<file path="src/csr_pkg.sv">
package csr_pkg;

    localparam int unsigned CLK_PERIOD_NS = 5;

    // Register byte offsets on the APB slave
    localparam logic [7:0] OFS_CODE_BANK   = 8'h00;
    localparam logic [7:0] OFS_PTR_LOW     = 8'h04;
    localparam logic [7:0] OFS_PTR_HIGH    = 8'h08;
    localparam logic [7:0] OFS_RESULT_HIGH = 8'h0c;
    localparam logic [7:0] OFS_UNLOCK      = 8'h10;
    localparam logic [7:0] OFS_STATUS      = 8'h14;
    localparam logic [7:0] OFS_WORKING     = 8'h18;
    localparam logic [7:0] OFS_COUNTER_LOW = 8'h1c;
    localparam logic [7:0] OFS_MAP_STATE   = 8'h20;

    localparam logic [7:0] RST_CODE_BANK = 8'h00;
    localparam logic [7:0] RST_UNLOCK    = 8'h00;
    localparam logic [7:0] RST_STATUS    = 8'h00;
    localparam logic [7:0] RST_BYTE      = 8'h00;

    // Status field positions
    localparam int unsigned ST_SIGN_XOR   = 7;
    localparam int unsigned ST_CHAIN_ZERO = 6;
    localparam int unsigned ST_WDT_EXP    = 5;
    localparam int unsigned ST_HALT       = 4;
    localparam int unsigned ST_WRAP       = 3;
    localparam int unsigned ST_NULL       = 2;
    localparam int unsigned ST_HALF_CARRY = 1;
    localparam int unsigned ST_CARRY      = 0;
    localparam logic [7:0]  ST_SW_MASK    = 8'hcf;

    localparam logic [7:0] UNLOCK_FIRST  = 8'h55;
    localparam logic [7:0] UNLOCK_SECOND = 8'haa;

    // Program memory: 14-bit word address, 6-bit page above an 8-bit offset
    localparam int unsigned PM_AW         = 14;
    localparam logic [5:0]  LAST_PAGE     = 6'h3f;
    localparam logic [7:0]  OPT_WIN_BASE  = 8'hc0;
    localparam int unsigned OPT_AW        = 6;
    localparam logic [2:0]  MAP_OSC_TICKS = 3'h4;

    typedef enum logic [2:0] {
        CSR_OP_ADD,
        CSR_OP_ADC,
        CSR_OP_SUB,
        CSR_OP_SBC,
        CSR_OP_AND,
        CSR_OP_OR,
        CSR_OP_RLC,
        CSR_OP_RRC
    } csr_op_e;

    typedef struct packed {
        logic       valid;
        csr_op_e    kind;
        logic [7:0] opa;
        logic [7:0] opb;
    } csr_alu_req_s;

    typedef struct packed {
        logic       valid;
        logic       last_page;
    } csr_tbl_req_s;

    typedef struct packed {
        logic       wdt_timeout;
        logic       wdt_clear;
        logic       halt;
        logic       wake;
    } csr_sys_evt_s;

endpackage : csr_pkg

</file>
<file path="src/csr_core_regs.sv">
// Notes on behaviour
// - Bank select bit picks program bank 0 or 1 for jumps and calls.
// - Bank register upper seven bits read zero; select bit resets to zero.
// - Writing counter low byte jumps within current page, with one dummy cycle.
// - Table read fetches pointer-addressed word; high byte to result register.
// - Option mapping enabled only by 55H then AAH in consecutive cycles.
// - While mapped, option words 00H-3FH answer last-page reads C0H-FFH.
// - Unlock starts timer ending mapping after four slow osc periods; restarts.
// - Unlock register resets to zero and clears on wake from idle/sleep.
// - Status is 8 bits in documented order; watchdog and halt reset zero.
// - Software status writes never change watchdog or halt flags.
// - Watchdog flag set by time-out; cleared by power-up, clear, halt.
// - Halt flag set by halt; cleared by power-up or watchdog clear.
// - Carry set on add carry or no subtract borrow; rotates update it.
// - Half carry set on low nibble carry or no nibble borrow.
// - Null flag set when result is zero, cleared otherwise; rotates leave it unchanged.
// - Wrap flag set when carry into MSB differs from carry out.
// - Sign-xor equals wrap flag XOR result MSB.
// - Chained zero: equals null on subtract, ANDs on borrow-subtract, else held.
// - Status is never saved on interrupt or call automatically.
// - Working register takes ALU results; moves pass through it.
`timescale 1ns/100ps
`default_nettype none
module csr_core_regs (
    input  wire logic                  core_clk_i,
    input  wire logic                  rst_i,
    input  wire logic                  psel_i,
    input  wire logic                  penable_i,
    input  wire logic                  pwrite_i,
    input  wire logic [7:0]            paddr_i,
    input  wire logic [31:0]           pwdata_i,
    output logic                       pready_o,
    output logic                       pslverr_o,
    output logic [31:0]                prdata_o,
    input  wire csr_pkg::csr_alu_req_s alu_req_i,
    input  wire csr_pkg::csr_tbl_req_s tbl_req_i,
    input  wire csr_pkg::csr_sys_evt_s sys_evt_i,
    input  wire logic                  slow_osc_i,
    input  wire logic [15:0]           prog_word_i,
    input  wire logic [15:0]           opt_word_i,
    output logic                       code_bank_select_bit_o,
    output logic                       jump_o,
    output logic [7:0]                 counter_low_byte_o,
    output logic                       dummy_cycle_o,
    output logic                       prog_rd_o,
    output logic [13:0]                prog_addr_o,
    output logic                       opt_rd_o,
    output logic [5:0]                 opt_addr_o,
    output logic                       tbl_done_o,
    output logic [7:0]                 tbl_low_o,
    output logic                       map_active_o,
    output logic [7:0]                 working_o,
    output logic [7:0]                 status_o
);
    import csr_pkg::*;

    logic [7:0] code_bank_register;
    logic [7:0] lookup_pointer_low;
    logic [7:0] lookup_pointer_high;
    logic [7:0] lookup_result_high;
    logic [7:0] option_map_unlock;
    logic [7:0] status;
    logic [5:0] arith_flags;
    logic [1:0] sys_flags;
    logic [7:0] working;
    logic       unlock_armed;
    logic       map_active;
    logic [2:0] osc_ticks;
    logic       osc_prev;
    logic       fetch_pending;
    logic       fetch_option;

    logic       setup_phase;
    logic       access_phase;
    logic       wr_done;
    logic       addr_hit;
    logic [7:0] wbyte;
    logic       unlock_wr;
    logic       pattern_done;
    logic       osc_rise;

    assign setup_phase  = psel_i && !penable_i;
    assign access_phase = psel_i && penable_i;
    assign wbyte        = pwdata_i[7:0];

    always_comb begin
        unique case (paddr_i)
            OFS_CODE_BANK, OFS_PTR_LOW, OFS_PTR_HIGH, OFS_RESULT_HIGH, OFS_UNLOCK,
            OFS_STATUS, OFS_WORKING, OFS_COUNTER_LOW, OFS_MAP_STATE: addr_hit = 1'b1;
            default: addr_hit = 1'b0;
        endcase
    end

    // Zero wait states; read data is captured during setup so it leaves a flop
    assign pready_o  = access_phase;
    assign pslverr_o = access_phase && !addr_hit;
    assign wr_done   = access_phase && pwrite_i && addr_hit;
    assign unlock_wr = wr_done && paddr_i == OFS_UNLOCK;

    always_ff @(posedge core_clk_i or posedge rst_i) begin
        if (rst_i) begin
            prdata_o <= 32'h0000_0000;
        end else if (setup_phase && !pwrite_i) begin
            unique case (paddr_i)
                OFS_CODE_BANK:   prdata_o <= {24'h000000, code_bank_register};
                OFS_PTR_LOW:     prdata_o <= {24'h000000, lookup_pointer_low};
                OFS_PTR_HIGH:    prdata_o <= {24'h000000, lookup_pointer_high};
                OFS_RESULT_HIGH: prdata_o <= {24'h000000, lookup_result_high};
                OFS_UNLOCK:      prdata_o <= {24'h000000, option_map_unlock};
                OFS_STATUS:      prdata_o <= {24'h000000, status};
                OFS_WORKING:     prdata_o <= {24'h000000, working};
                OFS_COUNTER_LOW: prdata_o <= {24'h000000, counter_low_byte_o};
                OFS_MAP_STATE:   prdata_o <= {31'h00000000, map_active};
                default:         prdata_o <= 32'h0000_0000;
            endcase
        end
    end

    always_ff @(posedge core_clk_i or posedge rst_i) begin
        if (rst_i) begin
            code_bank_register <= RST_CODE_BANK;
        end else if (wr_done && paddr_i == OFS_CODE_BANK) begin
            code_bank_register <= {7'h00, wbyte[0]};
        end
    end
    assign code_bank_select_bit_o = code_bank_register[0];

    // Page-local jump: only the low byte is replaced, the page stays
    always_ff @(posedge core_clk_i or posedge rst_i) begin
        if (rst_i) begin
            counter_low_byte_o <= RST_BYTE;
            jump_o             <= 1'b0;
            dummy_cycle_o      <= 1'b0;
        end else begin
            jump_o        <= wr_done && paddr_i == OFS_COUNTER_LOW;
            dummy_cycle_o <= jump_o;
            if (wr_done && paddr_i == OFS_COUNTER_LOW) begin
                counter_low_byte_o <= wbyte;
            end
        end
    end

    always_ff @(posedge core_clk_i or posedge rst_i) begin
        if (rst_i) begin
            lookup_pointer_low  <= RST_BYTE;
            lookup_pointer_high <= RST_BYTE;
        end else if (wr_done) begin
            if (paddr_i == OFS_PTR_LOW) begin
                lookup_pointer_low <= wbyte;
            end
            if (paddr_i == OFS_PTR_HIGH) begin
                lookup_pointer_high <= wbyte;
            end
        end
    end

    // Unlock sequence: the second byte must be the very next completed
    // transfer, which is how a consecutive instruction cycle shows on the bus
    always_ff @(posedge core_clk_i or posedge rst_i) begin
        if (rst_i) begin
            option_map_unlock <= RST_UNLOCK;
            unlock_armed      <= 1'b0;
        end else begin
            if (sys_evt_i.wake) begin
                option_map_unlock <= RST_UNLOCK;
            end else if (unlock_wr) begin
                option_map_unlock <= wbyte;
            end
            if (access_phase) begin
                unlock_armed <= unlock_wr && wbyte == UNLOCK_FIRST;
            end
        end
    end
    assign pattern_done = unlock_wr && unlock_armed && wbyte == UNLOCK_SECOND;
    assign osc_rise = slow_osc_i && !osc_prev;

    always_ff @(posedge core_clk_i or posedge rst_i) begin
        if (rst_i) begin
            osc_prev   <= 1'b0;
            map_active <= 1'b0;
            osc_ticks  <= 3'h0;
        end else begin
            osc_prev <= slow_osc_i;
            if (pattern_done) begin
                map_active <= 1'b1;
                osc_ticks  <= 3'h0;
            end else if (map_active && osc_rise) begin
                if (osc_ticks == MAP_OSC_TICKS - 3'h1) begin
                    map_active <= 1'b0;
                    osc_ticks  <= 3'h0;
                end else begin
                    osc_ticks <= osc_ticks + 3'h1;
                end
            end
        end
    end
    assign map_active_o = map_active;

    // Table read: address now, word one cycle later
    always_ff @(posedge core_clk_i or posedge rst_i) begin
        if (rst_i) begin
            prog_rd_o     <= 1'b0;
            prog_addr_o   <= 14'h0000;
            opt_rd_o      <= 1'b0;
            opt_addr_o    <= 6'h00;
            fetch_pending <= 1'b0;
            fetch_option  <= 1'b0;
        end else begin
            fetch_pending <= tbl_req_i.valid;
            prog_rd_o     <= 1'b0;
            opt_rd_o      <= 1'b0;
            if (tbl_req_i.valid) begin
                if (tbl_req_i.last_page) begin
                    prog_addr_o <= {LAST_PAGE, lookup_pointer_low};
                end else begin
                    prog_addr_o <= {lookup_pointer_high[5:0], lookup_pointer_low};
                end
                opt_addr_o <= lookup_pointer_low[5:0];
                if (map_active && lookup_pointer_low >= OPT_WIN_BASE &&
                    (tbl_req_i.last_page || lookup_pointer_high[5:0] == LAST_PAGE)) begin
                    opt_rd_o     <= 1'b1;
                    fetch_option <= 1'b1;
                end else begin
                    prog_rd_o    <= 1'b1;
                    fetch_option <= 1'b0;
                end
            end
        end
    end

    always_ff @(posedge core_clk_i or posedge rst_i) begin
        if (rst_i) begin
            lookup_result_high <= RST_BYTE;
            tbl_low_o          <= RST_BYTE;
            tbl_done_o         <= 1'b0;
        end else begin
            tbl_done_o <= fetch_pending;
            if (fetch_pending) begin
                if (fetch_option) begin
                    lookup_result_high <= opt_word_i[15:8];
                    tbl_low_o          <= opt_word_i[7:0];
                end else begin
                    lookup_result_high <= prog_word_i[15:8];
                    tbl_low_o          <= prog_word_i[7:0];
                end
            end
        end
    end

    // Arithmetic datapath; subtraction is a + ~b + carry, so carry = no borrow
    logic [8:0] sum;
    logic [4:0] nib;
    logic [7:0] b_eff;
    logic       cin;
    logic       arith;
    logic       carry_into_msb;
    logic [7:0] next_result;
    logic       next_carry;
    logic [7:0] next_status;

    always_comb begin
        b_eff = alu_req_i.opb;
        cin   = 1'b0;
        arith = 1'b1;
        unique case (alu_req_i.kind)
            CSR_OP_ADD: cin = 1'b0;
            CSR_OP_ADC: cin = status[ST_CARRY];
            CSR_OP_SUB: begin
                b_eff = ~alu_req_i.opb;
                cin   = 1'b1;
            end
            CSR_OP_SBC: begin
                b_eff = ~alu_req_i.opb;
                cin   = status[ST_CARRY];
            end
            CSR_OP_AND, CSR_OP_OR, CSR_OP_RLC, CSR_OP_RRC: arith = 1'b0;
        endcase
        sum            = {1'b0, alu_req_i.opa} + {1'b0, b_eff} + {8'h00, cin};
        nib            = {1'b0, alu_req_i.opa[3:0]} + {1'b0, b_eff[3:0]} + {4'h0, cin};
        carry_into_msb = alu_req_i.opa[7] ^ b_eff[7] ^ sum[7];
        next_result    = sum[7:0];
        next_carry     = sum[8];
        unique case (alu_req_i.kind)
            CSR_OP_AND: next_result = alu_req_i.opa & alu_req_i.opb;
            CSR_OP_OR:  next_result = alu_req_i.opa | alu_req_i.opb;
            CSR_OP_RLC: begin
                next_result = {alu_req_i.opa[6:0], status[ST_CARRY]};
                next_carry  = alu_req_i.opa[7];
            end
            CSR_OP_RRC: begin
                next_result = {status[ST_CARRY], alu_req_i.opa[7:1]};
                next_carry  = alu_req_i.opa[0];
            end
            default: next_result = sum[7:0];
        endcase
    end

    always_comb begin
        next_status = status;
        if (alu_req_i.kind == CSR_OP_RLC || alu_req_i.kind == CSR_OP_RRC) begin
            next_status[ST_CARRY] = next_carry;
        end else begin
            next_status[ST_NULL] = next_result == 8'h00;
        end
        if (arith) begin
            next_status[ST_CARRY]      = next_carry;
            next_status[ST_HALF_CARRY] = nib[4];
            next_status[ST_WRAP]       = carry_into_msb ^ sum[8];
            next_status[ST_SIGN_XOR]   = carry_into_msb ^ sum[8] ^ next_result[7];
        end
        if (alu_req_i.kind == CSR_OP_SUB) begin
            next_status[ST_CHAIN_ZERO] = next_result == 8'h00;
        end else if (alu_req_i.kind == CSR_OP_SBC) begin
            next_status[ST_CHAIN_ZERO] = status[ST_CHAIN_ZERO] && next_result == 8'h00;
        end
    end

    // Working register: ALU results land here; software may load it directly
    always_ff @(posedge core_clk_i or posedge rst_i) begin
        if (rst_i) begin
            working <= RST_BYTE;
        end else if (alu_req_i.valid) begin
            working <= next_result;
        end else if (wr_done && paddr_i == OFS_WORKING) begin
            working <= wbyte;
        end
    end
    assign working_o = working;

    // Arithmetic flags; an instruction in the same cycle beats a bus write
    always_ff @(posedge core_clk_i or posedge rst_i) begin
        if (rst_i) begin
            arith_flags <= {RST_STATUS[7:6], RST_STATUS[3:0]};
        end else if (alu_req_i.valid) begin
            arith_flags <= {next_status[7:6], next_status[3:0]};
        end else if (wr_done && paddr_i == OFS_STATUS) begin
            arith_flags <= {wbyte[7:6], wbyte[3:0]};
        end
    end
    // System flags: own register so the bus never reaches them; a set beats a clear
    always_ff @(posedge core_clk_i or posedge rst_i) begin
        if (rst_i) begin
            sys_flags <= RST_STATUS[5:4];
        end else begin
            if (sys_evt_i.wdt_timeout) begin
                sys_flags[1] <= 1'b1;
            end else if (sys_evt_i.wdt_clear || sys_evt_i.halt) begin
                sys_flags[1] <= 1'b0;
            end
            if (sys_evt_i.halt) begin
                sys_flags[0] <= 1'b1;
            end else if (sys_evt_i.wdt_clear) begin
                sys_flags[0] <= 1'b0;
            end
        end
    end
    assign status   = {arith_flags[5:4], sys_flags, arith_flags[3:0]};
    // No stack port exists; callers save the status byte themselves
    assign status_o = status;

    bank_reads_zero_a: assert property (@(posedge core_clk_i) disable iff (rst_i)
        code_bank_register[7:1] == 7'h00) else $error("bank upper bits nonzero");
    jump_dummy_a: assert property (@(posedge core_clk_i) disable iff (rst_i)
        wr_done && paddr_i == OFS_COUNTER_LOW |=> jump_o ##1 dummy_cycle_o)
        else $error("page jump without dummy cycle");
    unlock_pair_a: assert property (@(posedge core_clk_i) disable iff (rst_i)
        $rose(map_active) |-> $past(unlock_wr) && $past(wbyte) == UNLOCK_SECOND)
        else $error("mapping began without pattern");
    map_timeout_a: assert property (@(posedge core_clk_i) disable iff (rst_i)
        $fell(map_active) |-> $past(osc_rise) && $past(osc_ticks) == 3'h3)
        else $error("mapping ended at wrong tick");
    wake_clears_a: assert property (@(posedge core_clk_i) disable iff (rst_i)
        sys_evt_i.wake |=> option_map_unlock == 8'h00)
        else $error("unlock register kept after wake");
    sw_keeps_sys_a: assert property (@(posedge core_clk_i) disable iff (rst_i)
        !sys_evt_i.wdt_timeout && !sys_evt_i.wdt_clear && !sys_evt_i.halt
        |=> $stable(status[5:4])) else $error("system flag moved without cause");
    wdt_flag_a: assert property (@(posedge core_clk_i) disable iff (rst_i)
        sys_evt_i.wdt_timeout |=> status[ST_WDT_EXP]) else $error("timeout not flagged");
    halt_flag_a: assert property (@(posedge core_clk_i) disable iff (rst_i)
        sys_evt_i.halt |=> status[ST_HALT] && !status[ST_WDT_EXP] ||
        $past(sys_evt_i.wdt_timeout)) else $error("halt flags wrong");
    null_flag_a: assert property (@(posedge core_clk_i) disable iff (rst_i)
        alu_req_i.valid && alu_req_i.kind == CSR_OP_SUB
        |=> status[ST_NULL] == (working == 8'h00) && status[ST_CHAIN_ZERO] == status[ST_NULL])
        else $error("zero flags wrong after subtract");
    table_high_a: assert property (@(posedge core_clk_i) disable iff (rst_i)
        tbl_req_i.valid && !opt_rd_o ##1 !fetch_option
        |=> tbl_done_o && lookup_result_high == $past(prog_word_i[15:8]))
        else $error("table high byte wrong");

endmodule : csr_core_regs
`default_nettype wire

</file>
<file path="config.mk">
export PLATFORM = sky130hd
export DESIGN_NAME = csr_core_regs
export DESIGN_NICKNAME = d
export VERILOG_FILES = /design/src/csr_pkg.sv /design/src/csr_core_regs.sv
export SDC_FILE = /design/constraint.sdc
export NUM_CORES = 1
export LEC_CHECK = 0
export ABC_AREA = 0
export BUFFER_PORTS_ARGS = -buffer_cell sky130_fd_sc_hd__clkbuf_2
export CORE_ASPECT_RATIO = 0.9
export CORE_UTILIZATION = 35
export CTS_CLUSTER_DIAMETER = 40
export DETAILED_ROUTE_END_ITERATION = 8
export MAX_ROUTING_LAYER = met4
export SYNTH_ARGS = -nofsm -noshare
export SYNTH_HDL_FRONTEND = slang
export SYNTH_SLANG_ARGS = --single-unit
</file>
<file path="constraint.sdc">
create_clock -name core_clk_i -period 4.7 [get_ports core_clk_i]
set_input_delay 0.47 -clock core_clk_i [delete_from_list [all_inputs] [get_ports core_clk_i]]
set_output_delay 0.47 -clock core_clk_i [all_outputs]
set_load 0.01 [all_outputs]
</file>
==> flow_summary_export.csv, run 1 <==
group,metric,value,unit
run_status,status,"finished, final reports clean",
global_route,antenna_found_initial,0,
logic_synthesis,yosys.area_share.simple,13.9,%
routing,vias,4734,
cts,cts_tree,"built",
timing,whs,0.204,ns
floorplan,core,15600,um2
logic_synthesis,yosysTopAreaCell,"dfrtp_1",
timing,slew_headroom,35.9,%
worst_setup_path,crit_chain,"clkbuf_2 -> inv_1 -> nand2_1 -> xor2_1 -> fa_1 -> fa_1 -> nor2b_1 -> o21ai_0 -> a21oi_1 -> o21ai_0 -> a2111oi_2 -> nand2_1 -> a21oi_1",
worst_setup_path,worstPathRequired,4.96,ns
cts,root_buffer,"clkbuf_16",
timing,rsz0062_at_grt,"no",
global_route,grt_pass1_vias,4561,
routing,route.met2.wl,7120,um
logic_synthesis,netlist.area_leader.share,44.1,%
cts,holdBufCountCts,0,
logic_synthesis,synth-xor-area-share,1.70,%
finish,largest_reg_flops,14,
pwr,p_seq_share,43.7,%
placement,dp_hpwl,11800,um
pwr,p_leak,3.21,nW
placement,pre_cts_ws,0.995,ns
timing,fin_crit,3.39,ns
logic_synthesis,syn_area_per_cell,10.1,um2
timing,clock_skew,0.00648,ns
logic_synthesis,synth_common_cells,"dfrtp_1 (100), nor2_1 (75), a21oi_1 (52)",
floorplan,die_y,123,um
cts,cts_buffer_depth,2,
pwr,intPower,1.60,mW
pwr,clock_power_share,38.2,%
logic_synthesis,synth_most_common_cell,"dfrtp_1",
floorplan,die-area,16700,um2
worst_setup_path,cp.arrival,3.66,ns
placement,place_area,6460,um2
routing,detail_route.wl_per_cell,17.0,um
logic_synthesis,synth_top_family_by_area,"multiplexers",
timing,finalWorstSetupSlack,1.31,ns
finish,n_fill_cell,1523,
logic_synthesis,netlist_area,5670,um2
timing,setup_viol,0,
worst_setup_path,worstReg2RegEnd,"arith_flags[4]",
floorplan,io_pins,197,
routing,routed_wl,15300,um
timing,tns,0,ns
global_route,gr-usage-all-layers,19.3,%
logic_synthesis,ys.flop_type,"dfrtp_1",
timing,period_share,72.2,%
logic_synthesis,ys_warn_count,0,
timing,fmaxAchievable,0.295,GHz
worst_setup_path,critical_path_class,"primary input to flop",
worst_setup_path,crit_path_top_delay_cell,"fa_1",
placement,gp_congestion,0.840,
routing,first_pass_iters,5,
global_route,grt_max_degree,53,
routing,detail_route.vias_per_cell,5.24,
finish,antenna_cells,0,
worst_setup_path,path_max_fanout,13,
flow_run,maxCapViolations,0,
cts,cts-resized-gates,0,
global_route,grt_pass1_wl,24100,um
floorplan,fp.dieW,136,um
finish,finish.utilization,43.6,%
logic_synthesis,synth_seq_area_share,44.1,%
routing,ant_nets,0,
pwr,p_sw,0.597,mW
cts,cts_buffers,9,
logic_synthesis,synth_fa_ha_area_share,3.40,%
timing,slew_viol_final,0,
floorplan,initial_utilization,36.4,%
logic_synthesis,synth_cell_type_count,62,
logic_synthesis,ys_ff_latch,100,
worst_setup_path,r2r_cells,11,
placement,dp_cells,887,
logic_synthesis,syn_inst,564,
logic_synthesis,synth_area_leaders,"dfrtp_1 (44%), mux2_2 (7.9%), mux2i_1 (7.2%)",
routing,highest_layer,"met4",
finish,multi_input_area,2880,um2
worst_setup_path,crit_path_end_kind,"flop",
cts,clkSinkCount,100,
routing,drcViolationCount,0,
worst_setup_path,cp_num_buf_inv,2,
timing,tightest_slew,0.961,ns
finish,drive_above_1_share,31.4,%
worst_setup_path,crit_family,"compound AO/OA/AOI/OAI gates",
finish,final_cells,903,
floorplan,rows,43,
cts,htree_num_levels,3,
finish,nNetsFinal,811,
pwr,total_power,2.19,mW
pwr,combinationalPowerShare,18.1,%
cts,insertion_delay,0.34,ns
pwr,swShare,27.2,%
min_path,hold_path_class,"primary input to asynchronous set/reset pin",
logic_synthesis,synth_edf_count,0,
logic_synthesis,synth_compound_gate_area_share,14.6,%
logic_synthesis,synth_mux_area_share,15.6,%
finish,regArea,2500,um2
cts,clkTransAtPathRegs,0.07,ns
global_route,overflow,0,
worst_setup_path,cpPeakStageDelay,0.45,ns
placement,io_buffers,148,
finish,regMostFlops,"prog_addr_o",
worst_setup_path,worstReg2RegStart,"arith_flags[0]",
logic_synthesis,async_flop_share,100,%
routing,drt-initial-drc-count,234,
cts,postCtsSetupRepairBufs,0,
worst_setup_path,start_kind,"primary input",
routing,met1_length,7340,um
finish,stdcell_area,6800,um2
timing,finalHoldViolations,0,
pwr,ir_drop,0.000231,V
pwr,powerDensity,322,nW/um2
worst_setup_path,reg2reg_setup_slack,1.63,ns
finish,syn_to_final_growth,19.8,%
routing,met3_length,696,um
[power by group through the flow]
stage | registers (mW) | logic [mW] | clock network (mW)
global placement | 0.973 | 0.392 | 0
CTS | 0.959 | 0.400 | 0.853
detailed placement | 0.975 | 0.397 | 0
finish | 0.958 | 0.397 | 0.836
global route | 0.965 | 0.444 | 0.884
floorplan | 0.982 | 0.237 | 0
[final cells by class]
type | count | share of cell area, %
Sequential cell | 100 | 36.8
Inverter | 12 | 0.699
Multi-Input combinational cell | 421 | 42.4
Tap cell | 202 | 3.72
Clock buffer | 10 | 3.37
Timing Repair Buffer | 152 | 11.3
Clock inverter | 6 | 1.66
[worst max path at each step]
stage / end / cells past startpoint / slack (ns) / start
3_3_place_gp: arith_flags[4] / 13 / 1.07 / alu_req_i[18]
4_1_cts: arith_flags[4] / 13 / 1.35 / alu_req_i[18]
3_5_place_dp: arith_flags[2] / 13 / 1.0 / alu_req_i[18]
6_report: arith_flags[4] / 13 / 1.31 / alu_req_i[18]
5_1_grt: arith_flags[2] / 13 / 0.98 / alu_req_i[18]
2_1_floorplan: arith_flags[2] / 13 / 1.07 / alu_req_i[17]
[routing by layer]
metal  global-route usage, %  vias up
met1                    26.9     2342
met3                    3.26       16
met5                       -        -
met2                    29.5      134
li1                        -     2242
met4                    4.24        0
[placed cells by master (no fill, tap or decap), types with 11 or more instances in the layout]
cell type	netlist	routed
conb_1	1	24
a31oi_1	12	12
mux2i_1	41	41
mux2_2	40	40
clkbuf_2	0	148
nand2_1	31	31
o21ai_0	19	19
nor2_1	75	75
dfrtp_1	100	100
a21oi_1	52	52
inv_1	12	11
[kinds of logic (layout without fill, tap and decap cells)]
logic type	count (synthesis)	after routing
DFF	100	100
xor gates and xnor gates	11	11
buffers and inverters	66	180
adders and majority gates	15	15
AOI/OAI and AO/OA	129	129
and+or+nand+nor	160	160
other	1	24
muxes	82	82
Power figures use the tool's default switching activity.
==> run 2, diff against run 1 <==
Clock period 4.7 ns to 2.7 ns, I/O delays scaled along.
==> run 2 against run 1 <==
Worst hold slack got worse by 0.17 ns. Final area increased by 4.4%. Critical path depth down 2. Global-route usage is 0.24 points higher. Utilization grew 1.9 points. Combinational power up 100%. Register-to-register slack got worse by 1.5 ns. Routed wire length is 0.14% higher. Largest power group unchanged.
==> flow_summary_export.csv, run 2 (same netlist as run 1, synthesis figures left out) <==
group,metric,value,unit
finish,most-common-layout-cells,"clkbuf_2 (148), dfrtp_1 (100), nor2_1 (75), a21oi_1 (47), mux2i_1 (41)",
worst_setup_path,crit_path_end_kind,"flop",
cts,cts_buffers,9,
finish,syn_to_final_growth,25.1,%
cts,insertion_delay,0.35,ns
finish,final_cells,937,
timing,period_share,94.7,%
routing,drcViolationCount,0,
worst_setup_path,r2r_cells,11,
finish,n_fill_cell,1530,
pwr,p_leak,3.36,nW
cts,root_buffer,"clkbuf_16",
worst_setup_path,path_max_fanout,3,
cts,cts-resized-gates,0,
finish,antenna_cells,0,
global_route,gr-usage-all-layers,19.6,%
routing,ant_nets,0,
routing,first_pass_iters,4,
placement,io_buffers,148,
floorplan,core,15600,um2
worst_setup_path,crit_chain,"mux2_4 -> nand2_2 -> fa_2 -> fa_2 -> nor2b_4 -> o2111ai_4 -> a21oi_1 -> a211oi_1 -> xor2_1 -> a41o_1 -> a31o_1",
finish,stdcell_area,7100,um2
worst_setup_path,cp.arrival,2.80,ns
worst_setup_path,crit_family,"compound AO/OA/AOI/OAI gates",
timing,rsz0062_at_grt,"yes",
timing,fin_crit,2.56,ns
worst_setup_path,cp_common_cell,"fa_2",
timing,slew_headroom,38.3,%
global_route,grt_max_degree,48,
floorplan,initial_utilization,36.4,%
routing,drt-initial-drc-count,268,
worst_setup_path,critical_path_depth,11,
worst_setup_path,worstPathRequired,2.94,ns
placement,gp_congestion,0.815,
finish,finish.utilization,45.5,%
floorplan,rows,43,
pwr,powerDensity,516,nW/um2
cts,holdBufCountCts,0,
routing,routed_wl,15400,um
routing,vias,4801,
worst_setup_path,start_kind,"flop",
floorplan,fp.dieW,136,um
cts,clkTransAtPathRegs,0.07,ns
placement,dp_hpwl,12100,um
timing,finalWorstSetupSlack,0.143,ns
floorplan,die_y,123,um
finish,final_common_cell,"clkbuf_2",
pwr,ir_drop,0.000308,V
timing,slew_viol_final,0,
global_route,overflow,0,
finish,drive_above_1_share,36.6,%
cts,cts_tree,"built",
timing,fmaxAchievable,0.391,GHz
finish,regMostFlops,"prog_addr_o",
timing,setup_viol,0,
floorplan,io_pins,197,
routing,detail_route.vias_per_cell,5.12,
finish,largest_reg_flops,14,
cts,postCtsSetupRepairBufs,0,
flow_run,maxCapViolations,0,
worst_setup_path,critical_path_class,"flop to flop",
routing,detail_route.wl_per_cell,16.4,um
placement,pre_cts_ws,-0.189,ns
floorplan,die-area,16700,um2
run_status,status,"finished, final reports clean",
min_path,hold_path_class,"primary input to asynchronous set/reset pin",
placement,place_area,6750,um2
worst_setup_path,cpPeakStageDelay,0.38,ns
timing,clock_skew,0.00588,ns
finish,nNetsFinal,845,
global_route,antenna_found_initial,0,
timing,finalHoldViolations,0,
global_route,grt_pass1_wl,24300,um
global_route,grt_pass1_vias,4617,
worst_setup_path,crit_path_top_delay_cell,"fa_2",
worst_setup_path,cp_num_buf_inv,0,
placement,dp_cells,921,
cts,htree_num_levels,3,
cts,cts_buffer_depth,2,
timing,tightest_slew,0.926,ns
cts,clkSinkCount,100,
==> run 2: final cells by class <==
cell class,count,area (um2),share of cell area (%)
Clock buffer,12,246,3.47
Sequential cell,100,2500,35.2
Multi-Input combinational cell,421,2990,42.1
Inverter,12,48.8,0.687
Timing Repair Buffer,186,1040,14.6
Tap cell,202,253,3.56
Clock inverter,4,25.0,0.352
==> run 2: power breakdown <==
part	leakage (nW)	total, mW	internal [mW]	switching (mW)
registers	1.27	1.66	1.59	0.0704
logic	1.97	0.806	0.359	0.447
clock network	0.129	1.20	0.648	0.550
total	3.36	3.67	2.60	1.07
==> run 2: worst register-to-register path, cell delays in order, from the launching register on <==
cell,delay [ns]
dfrtp_1,0.37
mux2_4,0.16
nand2_2,0.05
fa_2,0.34
fa_2,0.38
nor2b_4,0.16
o2111ai_4,0.13
a21oi_1,0.16
a211oi_1,0.08
xor2_1,0.17
a41o_1,0.25
a31o_1,0.18
==> run 2: worst paths after layout <==
path / slack (ns) / to / from
setup / recovery: 0.14 / arith_flags[5] / arith_flags[0]
hold / removal: 0.04 / prog_rd_o / rst_i
setup reg to reg: 0.14 / arith_flags[5] / arith_flags[0]
hold reg to reg: 0.39 / dummy_cycle_o / jump_o
max in group asynchronous: 1.92 / working_o[2] / rst_i
min in group core_clk_i: 0.07 / osc_prev / slow_osc_i
==> run 2: routing by layer <==
layer  vias to the layer above  wire [um]  GRT usage [%]  part of all wire (%)
met3                        13        734           4.34                   4.8
met2                       120       7170           29.8                    47
met5                         -          0              -                     0
met4                         0        213           4.65                   1.4
met1                      2359       7240           26.5                    47
li1                       2309          -              -                     -
==> run 2: through the flow <==
stage	TNS (ns)	hold slack (ns)	power (mW)
floorplan	-0.0846	0.301	2.13
global placement	-0.360	0.375	2.45
detailed placement	-0.567	0.384	2.46
CTS	0	0.0479	3.67
global route	-0.000582	0.0536	3.85
finish	0	0.0356	3.67
